<file path="config.mk">
export PLATFORM = sky130hd
export DESIGN_NAME = cq_channel_quality
export DESIGN_NICKNAME = d
export VERILOG_FILES = /design/src/cq_pkg.sv /design/src/cq_slicer.sv /design/src/cq_filter.sv /design/src/cq_channel_quality.sv
export SDC_FILE = /design/constraint.sdc
export NUM_CORES = 2
export LEC_CHECK = 0
export BUFFER_PORTS_ARGS = -buffer_cell sky130_fd_sc_hd__buf_2
export CORE_MARGIN = 2
export CORE_UTILIZATION = 47
export DETAILED_ROUTE_END_ITERATION = 7
export PLACE_DENSITY = 0.65
export SLEW_MARGIN = 20
export SYNTH_ARGS = -nofsm -noshare
export SYNTH_HDL_FRONTEND = slang
export SYNTH_SLANG_ARGS = --single-unit
</file>
<file path="constraint.sdc">
create_clock -name clock -period 8.8 [get_ports clock]
set_clock_uncertainty 0.05 [all_clocks]
set_input_delay 0.44 -clock clock [delete_from_list [all_inputs] [get_ports clock]]
set_output_delay 0.44 -clock clock [all_outputs]
set_load 0.01 [all_outputs]
</file>
<file path="src/cq_pkg.sv">
// Constants and carrier types of the channel quality block
package cq_pkg;
  // ------------------------------------------------------------
  // Sizes and counts
  // ------------------------------------------------------------
  localparam int PAIRS      = 4;
  localparam int SAMPLE_W   = 10;
  localparam int ERR_W      = 7;
  localparam int ACC_W      = 16;
  localparam int MSE_W      = 9;
  localparam int SQI_W      = 3;
  localparam int SHIFT_W    = 4;
  localparam int MS_SYMBOLS = 125000;
  localparam logic [MSE_W-1:0] MSE_MAX = 9'h1FF;
  localparam logic [SQI_W-1:0] SQI_BEST = 3'h7;

  // ------------------------------------------------------------
  // Slicer levels
  // ------------------------------------------------------------
  localparam int LVL_FULL     = 128;
  localparam int LVL_HALF     = 64;
  localparam int THR_GIG_OUT  = 96;
  localparam int THR_GIG_IN   = 32;
  localparam int THR_FAST     = 64;
  localparam int ERR_GIG_MAX  = 32;
  localparam int ERR_FAST_MAX = 64;

  // ------------------------------------------------------------
  // Register map, byte offsets
  // ------------------------------------------------------------
  localparam logic [7:0] OFS_CFG    = 8'h00;
  localparam logic [7:0] OFS_MSE    = 8'h04;
  localparam logic [7:0] OFS_WORST  = 8'h08;
  localparam logic [7:0] OFS_SQI    = 8'h0C;
  localparam logic [7:0] OFS_TBL1   = 8'h10;
  localparam logic [7:0] OFS_STATUS = 8'h2C;
  localparam int CFG_W        = 12;
  localparam int CFG_CAPTURE  = 12;
  localparam int SQI_WORST_LSB = 4;

  // ------------------------------------------------------------
  // Reset values
  // ------------------------------------------------------------
  localparam logic [CFG_W-1:0] CFG_RST = 12'h000;
  localparam logic [MSE_W-1:0] THR_RST = 9'h1FF;

  // Packing mirrors the configuration register bits 11:0
  typedef struct packed {
    logic [1:0]         pair;
    logic [SHIFT_W-1:0] mse_output_shift;
    logic [SHIFT_W-1:0] filter_weight_shift;
    logic               square;
    logic               enable;
  } cq_cfg_s;

  typedef struct packed {
    logic                             valid;
    logic                             gig;
    logic [PAIRS-1:0][SAMPLE_W-1:0]   sample;
  } cq_symbol_s;
endpackage : cq_pkg

</file>
<file path="src/cq_slicer.sv">
// Slicer error of one pair: distance of a sample from its ideal level
`timescale 1ns/1ps
module cq_slicer #(
  parameter int SAMPLE_W = cq_pkg::SAMPLE_W,
  parameter int ERR_W    = cq_pkg::ERR_W
) (
  input  wire logic [SAMPLE_W-1:0] sample,
  input  wire logic                gig,
  output logic      [ERR_W-1:0]    abs_err
);
  logic signed [SAMPLE_W-1:0] s;
  logic signed [SAMPLE_W-1:0] level;
  logic signed [SAMPLE_W-1:0] err;
  logic signed [SAMPLE_W-1:0] lim;

  always_comb begin
    s = signed'(sample);
    if (gig) begin
      if (s > cq_pkg::THR_GIG_OUT)
        level = SAMPLE_W'(cq_pkg::LVL_FULL);
      else if (s > cq_pkg::THR_GIG_IN)
        level = SAMPLE_W'(cq_pkg::LVL_HALF);
      else if (s >= -cq_pkg::THR_GIG_IN)
        level = '0;
      else if (s >= -cq_pkg::THR_GIG_OUT)
        level = SAMPLE_W'(-cq_pkg::LVL_HALF);
      else
        level = SAMPLE_W'(-cq_pkg::LVL_FULL);
    end else begin
      if (s > cq_pkg::THR_FAST)
        level = SAMPLE_W'(cq_pkg::LVL_FULL);
      else if (s >= -cq_pkg::THR_FAST)
        level = '0;
      else
        level = SAMPLE_W'(-cq_pkg::LVL_FULL);
    end
    lim = gig ? SAMPLE_W'(cq_pkg::ERR_GIG_MAX)
              : SAMPLE_W'(cq_pkg::ERR_FAST_MAX);
    err = s - level;
    if (err > lim)
      err = lim;
    else if (err < -lim)
      err = -lim;
    abs_err = ERR_W'((err < 0) ? -err : err);
  end
endmodule : cq_slicer

</file>
<file path="src/cq_filter.sv">
// One update step of the first-order low-pass error filter
`timescale 1ns/1ps
module cq_filter #(
  parameter int ERR_W   = cq_pkg::ERR_W,
  parameter int ACC_W   = cq_pkg::ACC_W,
  parameter int SHIFT_W = cq_pkg::SHIFT_W
) (
  input  wire logic [ACC_W-1:0]   acc,
  input  wire logic [ERR_W-1:0]   abs_err,
  input  wire logic               gig,
  input  wire logic               square,
  input  wire logic [SHIFT_W-1:0] weight_shift,
  output logic      [ACC_W-1:0]   next_acc
);
  logic        [ERR_W:0] scaled;
  logic        [ACC_W-1:0] term;
  logic signed [ACC_W:0]   diff;

  always_comb begin
    scaled = gig ? {abs_err, 1'b0} : {1'b0, abs_err};
    // optional squaring
    // Widen before the product so the square never loses its top bits
    term = square ? ACC_W'(scaled) * ACC_W'(scaled) : ACC_W'(scaled);
    // add-back divided by a power of two
    diff = signed'({1'b0, term}) - signed'({1'b0, acc});
    diff = diff >>> weight_shift;
    next_acc = ACC_W'(signed'({1'b0, acc}) + diff);
  end
endmodule : cq_filter

</file>
<file path="src/cq_channel_quality.sv">
// Channel quality measurement: filters, capture, worst case, APB
//
// Our own choices: the address map and the APB interface to the registers.
`timescale 1ns/1ps
module cq_channel_quality #(
  parameter int MS_SYMBOLS = cq_pkg::MS_SYMBOLS
) (
  input  wire logic               clock,
  input  wire logic               reset_n,
  input  wire cq_pkg::cq_symbol_s symbol,
  input  wire logic               psel,
  input  wire logic               penable,
  input  wire logic               pwrite,
  input  wire logic [7:0]         paddr,
  input  wire logic [31:0]        pwdata,
  output logic      [31:0]        prdata,
  output logic                    pready,
  output logic                    pslverr,
  output logic                    channel_quality_loss
);
  localparam int P     = cq_pkg::PAIRS;
  localparam int ACC_W = cq_pkg::ACC_W;
  localparam int MW    = cq_pkg::MSE_W;
  localparam int QW    = cq_pkg::SQI_W;
  localparam int CNT_W = $clog2(MS_SYMBOLS);

  // ------------------------------------------------------------
  // Functions
  // ------------------------------------------------------------
  function automatic logic [MW-1:0] mse_of(
    input logic [ACC_W-1:0]          a,
    input logic [cq_pkg::SHIFT_W-1:0] sh
  );
    logic [ACC_W-1:0] v;
    v = a >> sh;
    if (v > ACC_W'(cq_pkg::MSE_MAX))
      mse_of = cq_pkg::MSE_MAX;
    else
      mse_of = v[MW-1:0];
  endfunction : mse_of

  function automatic logic [QW-1:0] sqi_of(
    input logic [MW-1:0]       m,
    input logic [7:1][MW-1:0]  t
  );
    sqi_of = '0;
    for (int k = 1; k <= 7; k++) begin
      if (m <= t[k])
        sqi_of = QW'(k);
    end
  endfunction : sqi_of

  function automatic logic [7:0] tbl_ofs(input int k);
    tbl_ofs = 8'(cq_pkg::OFS_TBL1 + 4 * (k - 1));
  endfunction : tbl_ofs

  // ------------------------------------------------------------
  // State
  // ------------------------------------------------------------
  cq_pkg::cq_cfg_s           cfg, next_cfg;
  logic [7:1][MW-1:0]        index_threshold, next_index_threshold;
  logic [MW-1:0]             mse_result, next_mse_result;
  logic [QW-1:0]             sqi_result, next_sqi_result;
  logic [1:0]                res_pair, next_res_pair;
  logic [P-1:0][ACC_W-1:0]   acc, next_acc;
  logic [P-1:0][ACC_W-1:0]   stored_acc, next_stored_acc;
  logic [P-1:0][MW-1:0]      worst_mse, next_worst_mse;
  logic [P-1:0][QW-1:0]      worst_sqi, next_worst_sqi;
  logic [P-1:0]              mse_armed, next_mse_armed;
  logic [P-1:0]              sqi_armed, next_sqi_armed;
  logic [CNT_W-1:0]          sym_cnt, next_sym_cnt;
  logic                      next_loss;
  logic [31:0]               next_prdata;

  logic [P-1:0][cq_pkg::ERR_W-1:0] abs_err;
  logic [P-1:0][ACC_W-1:0]   filt_acc;
  logic                      wr_done, rd_done, setup, hit;
  logic                      store_evt, capture, any_zero;
  logic [1:0]                cap_pair;
  logic [MW-1:0]             cap_mse;
  logic [QW-1:0]             cap_sqi;
  logic [MW-1:0]             m;
  logic [QW-1:0]             q;
  cq_pkg::cq_cfg_s           wcfg;

  // ------------------------------------------------------------
  // Per-pair datapath
  // ------------------------------------------------------------
  // one slicer and filter per pair
  for (genvar p = 0; p < P; p++) begin : g_pair
    cq_slicer u_slicer (
      .sample  (symbol.sample[p]),
      .gig     (symbol.gig),
      .abs_err (abs_err[p])
    );
    cq_filter u_filter (
      .acc          (acc[p]),
      .abs_err      (abs_err[p]),
      .gig          (symbol.gig),
      .square       (cfg.square),
      .weight_shift (cfg.filter_weight_shift),
      .next_acc     (filt_acc[p])
    );
  end

  // ------------------------------------------------------------
  // APB decode
  // ------------------------------------------------------------
  // Zero wait states; read data is latched in the setup cycle
  assign pready    = 1'b1;
  assign setup     = psel && !penable;
  assign wr_done   = psel && penable && pwrite && hit;
  assign rd_done   = psel && penable && !pwrite && hit;
  assign pslverr   = psel && penable && !hit;
  assign wcfg      = cq_pkg::cq_cfg_s'(pwdata[cq_pkg::CFG_W-1:0]);
  assign capture   = wr_done && (paddr == cq_pkg::OFS_CFG)
                     && pwdata[cq_pkg::CFG_CAPTURE];
  assign cap_pair  = wcfg.pair;
  assign cap_mse   = mse_of(stored_acc[cap_pair], wcfg.mse_output_shift);
  assign cap_sqi   = sqi_of(cap_mse, index_threshold);
  assign store_evt = cfg.enable && symbol.valid
                     && (sym_cnt == CNT_W'(MS_SYMBOLS - 1));

  always_comb begin
    hit         = 1'b1;
    next_prdata = prdata;
    case (paddr)
      cq_pkg::OFS_CFG:
        next_prdata = 32'(cfg);
      cq_pkg::OFS_MSE:
        next_prdata = 32'(mse_result);
      cq_pkg::OFS_WORST:
        next_prdata = 32'(worst_mse[res_pair]);
      cq_pkg::OFS_SQI:
        next_prdata = 32'({worst_sqi[res_pair], 1'b0, sqi_result});
      cq_pkg::OFS_STATUS:
        next_prdata = 32'({cfg.enable, channel_quality_loss});
      default: begin
        hit = 1'b0;
        for (int k = 1; k <= 7; k++) begin
          if (paddr == tbl_ofs(k)) begin
            hit         = 1'b1;
            next_prdata = 32'(index_threshold[k]);
          end
        end
      end
    endcase
    if (!setup || pwrite || !hit)
      next_prdata = prdata;
  end

  // ------------------------------------------------------------
  // Configuration and capture
  // ------------------------------------------------------------
  always_comb begin
    next_cfg             = cfg;
    next_index_threshold = index_threshold;
    next_mse_result      = mse_result;
    next_sqi_result      = sqi_result;
    next_res_pair        = res_pair;
    if (wr_done && paddr == cq_pkg::OFS_CFG)
      next_cfg = wcfg;
    for (int k = 1; k <= 7; k++) begin
      if (wr_done && paddr == tbl_ofs(k))
        next_index_threshold[k] = pwdata[MW-1:0];
    end
    // capture bit never stored, reads zero
    if (capture) begin
      next_mse_result = cap_mse;
      next_sqi_result = cap_sqi;
      next_res_pair   = cap_pair;
    end
  end

  always_ff @(posedge clock or negedge reset_n) begin
    if (!reset_n) begin
      cfg             <= cq_pkg::cq_cfg_s'(cq_pkg::CFG_RST);
      index_threshold <= {7{cq_pkg::THR_RST}};
      mse_result      <= '0;
      sqi_result      <= '0;
      res_pair        <= '0;
      prdata          <= '0;
    end else begin
      cfg             <= next_cfg;
      index_threshold <= next_index_threshold;
      mse_result      <= next_mse_result;
      sqi_result      <= next_sqi_result;
      res_pair        <= next_res_pair;
      prdata          <= next_prdata;
    end
  end

  // ------------------------------------------------------------
  // Filtering, periodic store and worst case
  // ------------------------------------------------------------
  always_comb begin
    m               = '0;
    q               = '0;
    any_zero        = 1'b0;
    next_acc        = acc;
    next_stored_acc = stored_acc;
    next_worst_mse  = worst_mse;
    next_worst_sqi  = worst_sqi;
    next_mse_armed  = mse_armed;
    next_sqi_armed  = sqi_armed;
    next_sym_cnt    = sym_cnt;
    if (!cfg.enable) begin
      next_acc     = '0;
      next_sym_cnt = '0;
    end else if (symbol.valid) begin
      next_acc     = filt_acc;
      next_sym_cnt = sym_cnt + CNT_W'(1);
      // store once per millisecond of symbols
      if (store_evt) begin
        next_sym_cnt    = '0;
        next_stored_acc = filt_acc;
        for (int p = 0; p < P; p++) begin
          m = mse_of(filt_acc[p], cfg.mse_output_shift);
          q = sqi_of(m, index_threshold);
          // first value after a read replaces
          if (mse_armed[p] || m > worst_mse[p]) begin
            next_worst_mse[p] = m;
          end
          next_mse_armed[p] = 1'b0;
          if (sqi_armed[p] || q < worst_sqi[p]) begin
            next_worst_sqi[p] = q;
          end
          next_sqi_armed[p] = 1'b0;
        end
      end
    end
    // re-arm on read, winning over a store
    if (rd_done && paddr == cq_pkg::OFS_MSE)
      next_mse_armed[res_pair] = 1'b1;
    if (rd_done && paddr == cq_pkg::OFS_SQI)
      next_sqi_armed[res_pair] = 1'b1;
    for (int p = 0; p < P; p++) begin
      if (sqi_of(mse_of(stored_acc[p], cfg.mse_output_shift),
                 index_threshold) == '0)
        any_zero = 1'b1;
    end
    next_loss = cfg.enable && any_zero;
  end

  always_ff @(posedge clock or negedge reset_n) begin
    if (!reset_n) begin
      acc                  <= '0;
      stored_acc           <= '0;
      worst_mse            <= '0;
      worst_sqi            <= {P{cq_pkg::SQI_BEST}};
      mse_armed            <= '1;
      sqi_armed            <= '1;
      sym_cnt              <= '0;
      channel_quality_loss <= 1'b0;
    end else begin
      acc                  <= next_acc;
      stored_acc           <= next_stored_acc;
      worst_mse            <= next_worst_mse;
      worst_sqi            <= next_worst_sqi;
      mse_armed            <= next_mse_armed;
      sqi_armed            <= next_sqi_armed;
      sym_cnt              <= next_sym_cnt;
      channel_quality_loss <= next_loss;
    end
  end

  // ------------------------------------------------------------
  // Assertions
  // ------------------------------------------------------------
  property p_filter_off;
    @(posedge clock) disable iff (!reset_n)
      !cfg.enable |=> acc == '0 && sym_cnt == '0;
  endproperty
  a_filter_off: assert property (p_filter_off)
    else $error("filter state kept while disabled");

  property p_saturate;
    @(posedge clock) disable iff (!reset_n)
      capture && ((stored_acc[cap_pair] >> wcfg.mse_output_shift)
                  > ACC_W'(cq_pkg::MSE_MAX))
      |=> mse_result == cq_pkg::MSE_MAX;
  endproperty
  a_saturate: assert property (p_saturate)
    else $error("error result not saturated");

  property p_store_only;
    @(posedge clock) disable iff (!reset_n)
      $changed(stored_acc) |-> $past(store_evt);
  endproperty
  a_store_only: assert property (p_store_only)
    else $error("stored value changed off the period");

  property p_capture_mse;
    @(posedge clock) disable iff (!reset_n)
      capture |=> mse_result == $past(cap_mse)
                  && res_pair == $past(cap_pair)
                  && cfg == $past(wcfg);
  endproperty
  a_capture_mse: assert property (p_capture_mse)
    else $error("capture did not load the pair error");

  property p_worst_mse;
    @(posedge clock) disable iff (!reset_n)
      store_evt && !mse_armed[0]
      |=> worst_mse[0] >= $past(worst_mse[0]);
  endproperty
  a_worst_mse: assert property (p_worst_mse)
    else $error("worst error decreased");

  property p_capture_sqi;
    @(posedge clock) disable iff (!reset_n)
      capture ##1 !capture
      |-> sqi_result == sqi_of(mse_result, index_threshold)
          || $changed(index_threshold);
  endproperty
  a_capture_sqi: assert property (p_capture_sqi)
    else $error("index result disagrees with error result");

  property p_worst_sqi;
    @(posedge clock) disable iff (!reset_n)
      store_evt && !sqi_armed[0]
      |=> worst_sqi[0] <= $past(worst_sqi[0]);
  endproperty
  a_worst_sqi: assert property (p_worst_sqi)
    else $error("worst index increased");

  property p_loss;
    @(posedge clock) disable iff (!reset_n)
      $rose(channel_quality_loss) |-> $past(any_zero)
                                      && $past(cfg.enable);
  endproperty
  a_loss: assert property (p_loss)
    else $error("loss raised without a zero index");

  property p_rearm;
    @(posedge clock) disable iff (!reset_n)
      rd_done && paddr == cq_pkg::OFS_MSE
      |=> mse_armed[$past(res_pair)];
  endproperty
  a_rearm: assert property (p_rearm)
    else $error("worst error not re-armed by a read");
endmodule : cq_channel_quality

</file>
### Word-level counts from Yosys, hierarchy flattened

Cells that the tools add are included.
W data, S select, Z words.

| storage, ports and cells | value |
|---|---|
| word-level logic and storage cells | 445 |
| input bits | 87 |
| bits in registers | 323 |
| output and inout bits | 35 |

| operators by class | value |
|---|---|
| equal/unequal tests | 13 |
| multiplexer cells | 186 |
| add/sub/neg operators | 18 |
| shifts and indexed selects | 13 |
| bitwise logic cells | 3 |
| order comparisons | 119 |
| $mul | 4 |
| reduce and logical (&&, ||, !) cells | 53 |

Operators by type and width:

| operator | count |
|---|---|
| $le A9 B9 Y1 | 63 |
| $mux W10 | 32 |
| $mux W32 | 7 |
| $mux W3 | 66 |
| $mux W9 | 22 |
| $pmux W32 S5 | 1 |
| $gt A16 B9 Y1 const B | 9 |
| $shr A16 B4 Y16 | 9 |
| $mux W64 | 2 |
| $gt A10 B8 Y1 const B | 8 |
| $mux W16 | 5 |
| $sshr A17 B4 Y16 | 4 |
| $sub A16 B16 Y17 | 4 |
| $add A16 B16 Y16 | 4 |
| $mul A8 B8 Y16 | 4 |
| $mux W7 | 9 |
| $mux W17 | 3 |
| $ge A10 B6 Y1 const B | 4 |
| $ge A10 B7 Y1 const B | 4 |
| $ge A10 B8 Y1 const B | 4 |
| $gt A10 B10 Y1 | 4 |
| $gt A10 B7 Y1 const B | 4 |
| $lt A10 B1 Y1 const B | 4 |
| $lt A10 B10 Y1 | 4 |
| other kinds (34) | 129 |

### Longest topological paths before layout

| depth | value |
|---|---|
| depth after elaboration | 38 |
| gate-level depth with buffers | 83 |
| gate-level depth less buffers | 81 |

### Hierarchy

Synthesis repeated with hierarchy kept, for this count alone.

| second synthesis, totals | value |
|---|---|
| cells, all modules | 6316 |
| area, all modules | 52255.1 sq um |

By module, submodules not included:

| module | instances | sequential area each (sq um) | cells an instance | area each (sq um) |
|---|---|---|---|---|
| cq_channel_quality | 1 | 7686.1 | 3761 | 32969.1 |
| cq_filter (g_pair[0].u_filter ...) | 2 | 0.0 | 538 | 4066.4 |
| cq_filter (g_pair[3].u_filter) | 1 | 0.0 | 608 | 4509.3 |
| cq_filter (g_pair[2].u_filter) | 1 | 0.0 | 558 | 4236.6 |
| cq_slicer (g_pair[0].u_slicer ...) | 3 | 0.0 | 79 | 613.1 |
| cq_slicer (g_pair[3].u_slicer) | 1 | 0.0 | 76 | 568.0 |

### Worst setup path after synthesis

OpenSTA, ideal clock, no wires.

| path | value |
|---|---|
| kind | input -> register |
| start point | in symbol[33] (netlist name) |
| end point | reg worst_sqi[10] (netlist name) |
| setup time | 0.082 ns |
| cell stages on the path | 80 |
| buffers on the path | 1 |
| slack | -7.101 ns |
| required time | 8.668 ns |
| data arrival time | 15.769 ns |
| path through | nor3_1 nand2_1 maj3_1 a2111o_1 and2_1 inv_1 ha_1 nor2b_1 o21ai_0 nand2b_1 xor2_1 mux2i_1 nand2_1 ha_1 a21oi_1 nor2_1 a311oi_1 inv_1 [44 not listed] ha_1 nor2b_1 o21a_1 o21a_1 o21a_1 o21a_1 o21a_1 o21ai_0 and2_1 nor2_1 o21ai_0 ha_1 nand2b_1 a21oi_1 o21ai_0 a21oi_1 o21bai_1 mux2_2 |

| on the way | value |
|---|---|
| cells in the longest elaborated chain, start to end | 38 |
| elaborated cells between the ends (all ways) | 53 |
| classes of those cells | add/sub: 4; mul: 1; order compare: 18; shift: 2; mux: 26; reduce/logical: 2 |

RTL lines:

| what | RTL line | text |
|---|---|---|
| from (decl) | cq_channel_quality.sv:10 | `input wire cq_pkg::cq_symbol_s symbol,` |
| $ge A10 B8 Y1 | cq_slicer.sv:25 | `else if (s >= -cq_pkg::THR_GIG_OUT)` |
| $mux W7 | cq_slicer.sv:25 |  |
| $mux W10 | cq_slicer.sv:23 | `else if (s >= -cq_pkg::THR_GIG_IN)` |
| $mux W10 | cq_slicer.sv:21 | `else if (s > cq_pkg::THR_GIG_IN)` |
| $mux W10 | cq_slicer.sv:19 | `if (s > cq_pkg::THR_GIG_OUT)` |
| $mux W10 | cq_slicer.sv:18 | `if (gig) begin` |
| $sub A10 B10 Y10 (*) | cq_slicer.sv:39 | `err = s - level;` |
| $lt A10 B10 Y1 | cq_slicer.sv:42 | `else if (err < -lim)` |
| [18 not listed] | - |  |
| $mux W3 (5 in series) | cq_channel_quality.sv:48 | `if (m <= t[k])` |
| $mux W3 (*) | cq_channel_quality.sv:48 |  |
| $mux W3 (*) | cq_channel_quality.sv:214 | `if (store_evt) begin` |
| $mux W3 (*) | cq_channel_quality.sv:210 | `end else if (symbol.valid) begin` |
| $mux W3 (*) | cq_channel_quality.sv:207 | `if (!cfg.enable) begin` |
| $lt A3 B3 Y1 | cq_channel_quality.sv:225 | `if (sqi_armed[p] \|\| q < worst_sqi[p]) begin` |
| $logic_or A1 B1 Y1 | cq_channel_quality.sv:225 |  |
| $reduce_and A4 Y1 (no source line) | - |  |
| to (signal assigned) | cq_channel_quality.sv:250 | `worst_sqi <= {P{cq_pkg::SQI_BEST}};` |
| to (signal assigned) | cq_channel_quality.sv:259 | `worst_sqi <= next_worst_sqi;` |
| to (decl) | cq_channel_quality.sv:68 | `logic [P-1:0][QW-1:0] worst_sqi, next_worst_sqi;` |

Mark *: on every way between the ends. The rest lies on a longest branch, timed or not. The select of a mux whose other input is x is not followed.
A chain may end at the register's enable or synchronous reset.

### Worst setup path after layout

Same ends and word-level chain as after synthesis.

==> impl_results.md <==
- Starting Density: 47.56%
- Max stage delay cell, worst path: fa_1
- Worst-Margin Slew: 1.221 ns
- Die height: 330.8 um
- Int Pwr: 7.966 mW
- Die area: 109500 sq um
- Failing checks: setup timing
- Pwr Density: 206.4 nW/um^2
- Fraction of registers with async set/reset: 100.0%
- Final Hold Fails: 0
- Fin. max-slew vios: 0
- VDD IR max: 163.4 uV
- Routed Antenna Nets: 0
- # DRC: 0
- Relative slew slack: 18.57%
- Routed length per instance: 22.40 um
- Largest area contributor in the netlist: ha_1
- Post-synth top flop: dfrtp_1
- Port bufs: 81
- Sw Share: 42.98%
- Yosys cell types: 91
- Total GRT Usage: 35.48%
- Synthesis Warnings: 0
- Seq pwr share: 12.5%
- Num CTS Buffers: 37
- RSZ-0062 raised after global routing: yes
- Compound-Gate Fraction of Synth Area: 21.92%
- Max frequency: 0.06905 GHz
- CP Capture Type: flop
- Gr busiest metal: met2
- Syn Inst Count: 6250
- Post-synthesis mux area share: 10.75%
- Largest cells by area after synthesis: ha_1 22%, dfrtp_1 11%, o21ai_0 5.2%, mux2i_1 4.8%, a21oi_1 4.5%
- Total Power: 13.97 mW
- Nets@finish: 8533
- Via count: 53230
- Initial drt markers: 4292
- Commonest cells after routing, fill and taps aside: 1229 x buf_4, 772 x ha_1, 534 x nand2_1
- Clk buf depth: 3
- Xor and xnor fraction of the mapped netlist area: 3.035%
- Worst skew pair latency: 0.60 ns
- Min Tclk post-route: 14.48 ns
- Core Region: 105600 sq um
- Final setup vio count: 176
- Placed wire-length estimate: 145800 um
- First-pass GRT wire length: 301100 um
- Post-synthesis cell area: 50210 sq um
- TritonCTS Sinks: 303
- Final WS setup: -5.682 ns
- Worst Path Max Fanout: 6
- Routed vias/inst: 5.992
- Class of the worst hold path: in2reg
- Most frequent CP cell: buf_4
- Post-synth EDFFs: 0
- Pin count of the biggest net entering global routing: 131
- Initial antenna violation count: 5
- Max stage delay on crit path: 0.55 ns
- Max-capacitance violation count: 0
- Largest family of logic cells by synthesized area: adder cells
- Met1 GRT Util: 44.55%
- Status: finished, violations left
- P_leak: 33.56 nW
- RD Place Congestion: 0.9988
- GRT overflow: 0
- I/O pin total: 122
- Arrival @ worst endpoint: 14.94 ns
- Post-synth top area share: 21.95%
- Post-route clock period utilization: 164.6%
- P_sw: 6.005 mW
- Simple-gate portion of the synthesized area: 17.48%
- Share of cells above drive strength 1: 33.00%
- Die Span X: 330.8 um
- First-pass DRT Iterations: 7
- CTS root buf: clkbuf_16
- Clock power share: 12.2%
- GR Layer Usage met2: 56.83%
- Commonest non-fill, non-tap cell in the layout: buf_4
- Area grow syn2layout: 34.82%
- H-tree lvl count: 2
- Worst path required time: 9.26 ns
- Final hold slack: 0.1721 ns
- CP Launch Type: primary input
- Fillers: 8859
- CTS clk-pin slew, worst paths: 0.06 ns
- Vias in the first global route: 51680
- TritonCTS clock tree: built
- Comb power frac: 75.3%
- Post-Synth Adder-Cell Area: 26.16%
- Final WL: 199000 um
- Synthesized flop and latch total: 303
- CP Class: in2reg
- # rows: 119
- Avg Cell Area, Syn: 8.034 sq um
- Sequential share of the synthesized area: 15.31%
- Met3 usage: 5.857%
-- through the flow --
step / TNS, ns / setup slack, ns / std cells / area (sq um) / utilization (%)
floorplan: -433.74 / -6.052 / 6273 / 51920 / -
global placement: -545.18 / -6.510 / 8625 / 61760 / 58.50
detailed placement: -575.52 / -6.675 / 8625 / 61760 / 58.50
CTS: -391.39 / -5.444 / 8818 / 66020 / 62.54
global route: -504.12 / -6.346 / 8881 / 67690 / 64.12
finish: -417.79 / -5.682 / 8883 / 67690 / 64.13
-- per-layer routing --
| layer | up-vias | routed length (um) |
|---|---|---|
| met2 | 2122 | 88210 |
| met5 | - | 28 |
| met3 | 671 | 15630 |
| met4 | 4 | 14950 |
| met1 | 25420 | 80170 |
| li1 | 25010 | - |
-- power by group through the flow --
| stage | Clock, mW | Combinational, mW | Sequential (mW) |
|---|---|---|---|
| global route | 1.76 | 11.4 | 1.77 |
| global placement | 0 | 8.87 | 1.76 |
| floorplan | 0 | 4.93 | 1.70 |
| CTS | 1.71 | 9.96 | 1.75 |
| finish | 1.70 | 10.5 | 1.75 |
| detailed placement | 0 | 9.01 | 1.76 |
-- critical path: cells and delay by family --
kind	cells	cell delay, ns
simple gates	16	2.43
compound gates	28	4.73
buf+inv	11	1.35
fa+ha+maj	12	3.54
xor+xnor	5	0.76
mux	6	1.70
-- what timing repair did --
| action | CTS | global route |
|---|---|---|
| gates cloned | 2 | 0 |
| buffers inserted | 134 | 66 |
| gates resized for setup | 402 | 250 |
| endpoints found under the hold margin | 36 | 0 |
| hold buffers | 1 | 0 |
| endpoints found under the setup margin | 176 | 176 |
| pin swaps | 302 | 225 |
-- final cells by class --
| cell class | count | area [sq um] | area share [%] |
|---|---|---|---|
| Antenna cell | 4 | 10.01 | 0.01479 |
| Clock buffer | 47 | 1035 | 1.529 |
| Clock inverter | 19 | 264.0 | 0.3900 |
| Inverter | 432 | 1623 | 2.397 |
| Multi-Input combinational cell | 5281 | 44300 | 65.44 |
| Sequential cell | 303 | 7710 | 11.39 |
| Tap cell | 1391 | 1740 | 2.571 |
| Timing Repair Buffer | 1406 | 11010 | 16.27 |
-- Yosys cell counts, drive strengths merged, types with 13 or more instances --
cell,count
a211oi,93
a21o,89
a21oi,453
a221oi,13
a22o,15
a22oi,19
a31oi,41
and2,77
and3,28
buf,73
clkbuf,184
dfrtp,220
dfstp,83
fa,104
ha,881
inv,430
mux2,186
mux2i,242
mux4,39
nand2,569
nand2b,114
nand3,98
nand3b,14
nand4,108
nor2,517
nor2b,144
nor3,111
nor4,16
o211ai,43
o21a,205
o21ai,532
o21bai,43
o22a,13
o22ai,38
o31a,20
o31ai,29
or2,24
xnor2,106
xor2,68
-- logic make-up (layout without fill, tap and decap cells) --
| family | Yosys count | after routing |
|---|---|---|
| and+or+nand+nor | 1858 | 1858 |
| muxes | 467 | 467 |
| xor gates and xnor gates | 174 | 174 |
| adders and majority gates | 988 | 988 |
| DFF | 303 | 303 |
| buffers and inverters | 689 | 1904 |
| AOI/OAI and AO/OA | 1769 | 1769 |
| other | 2 | 29 |
-- flip-flops by register name (all words and copies together) (netlist names) --
name	count
acc	64
worst_sqi	12
worst_mse	36
sym_cnt	17
index_threshold	63
prdata	12
mse_result	9
sqi_armed	4
cfg	12
mse_armed	4
sqi_result	3
channel_quality_loss	1
res_pair	2
stored_acc	64
-- worst paths after layout --
| path | slack [ns] | start | end | depth (start not counted) |
|---|---|---|---|---|
| max | -5.68 | symbol[33] | worst_sqi[10] | 78 |
| min | 0.17 | pwdata[2] | index_threshold[56] | 3 |
| max reg2reg | -0.94 | cfg[1] | worst_sqi[4] | 45 |
| min reg2reg | 0.43 | prdata[6] | prdata[6] | 1 |
| max in group asynchronous | 6.32 | reset_n | acc[55] | 4 |
| min in group asynchronous | 0.46 | reset_n | stored_acc[47] | 2 |
(Power assumes the default switching activity.)
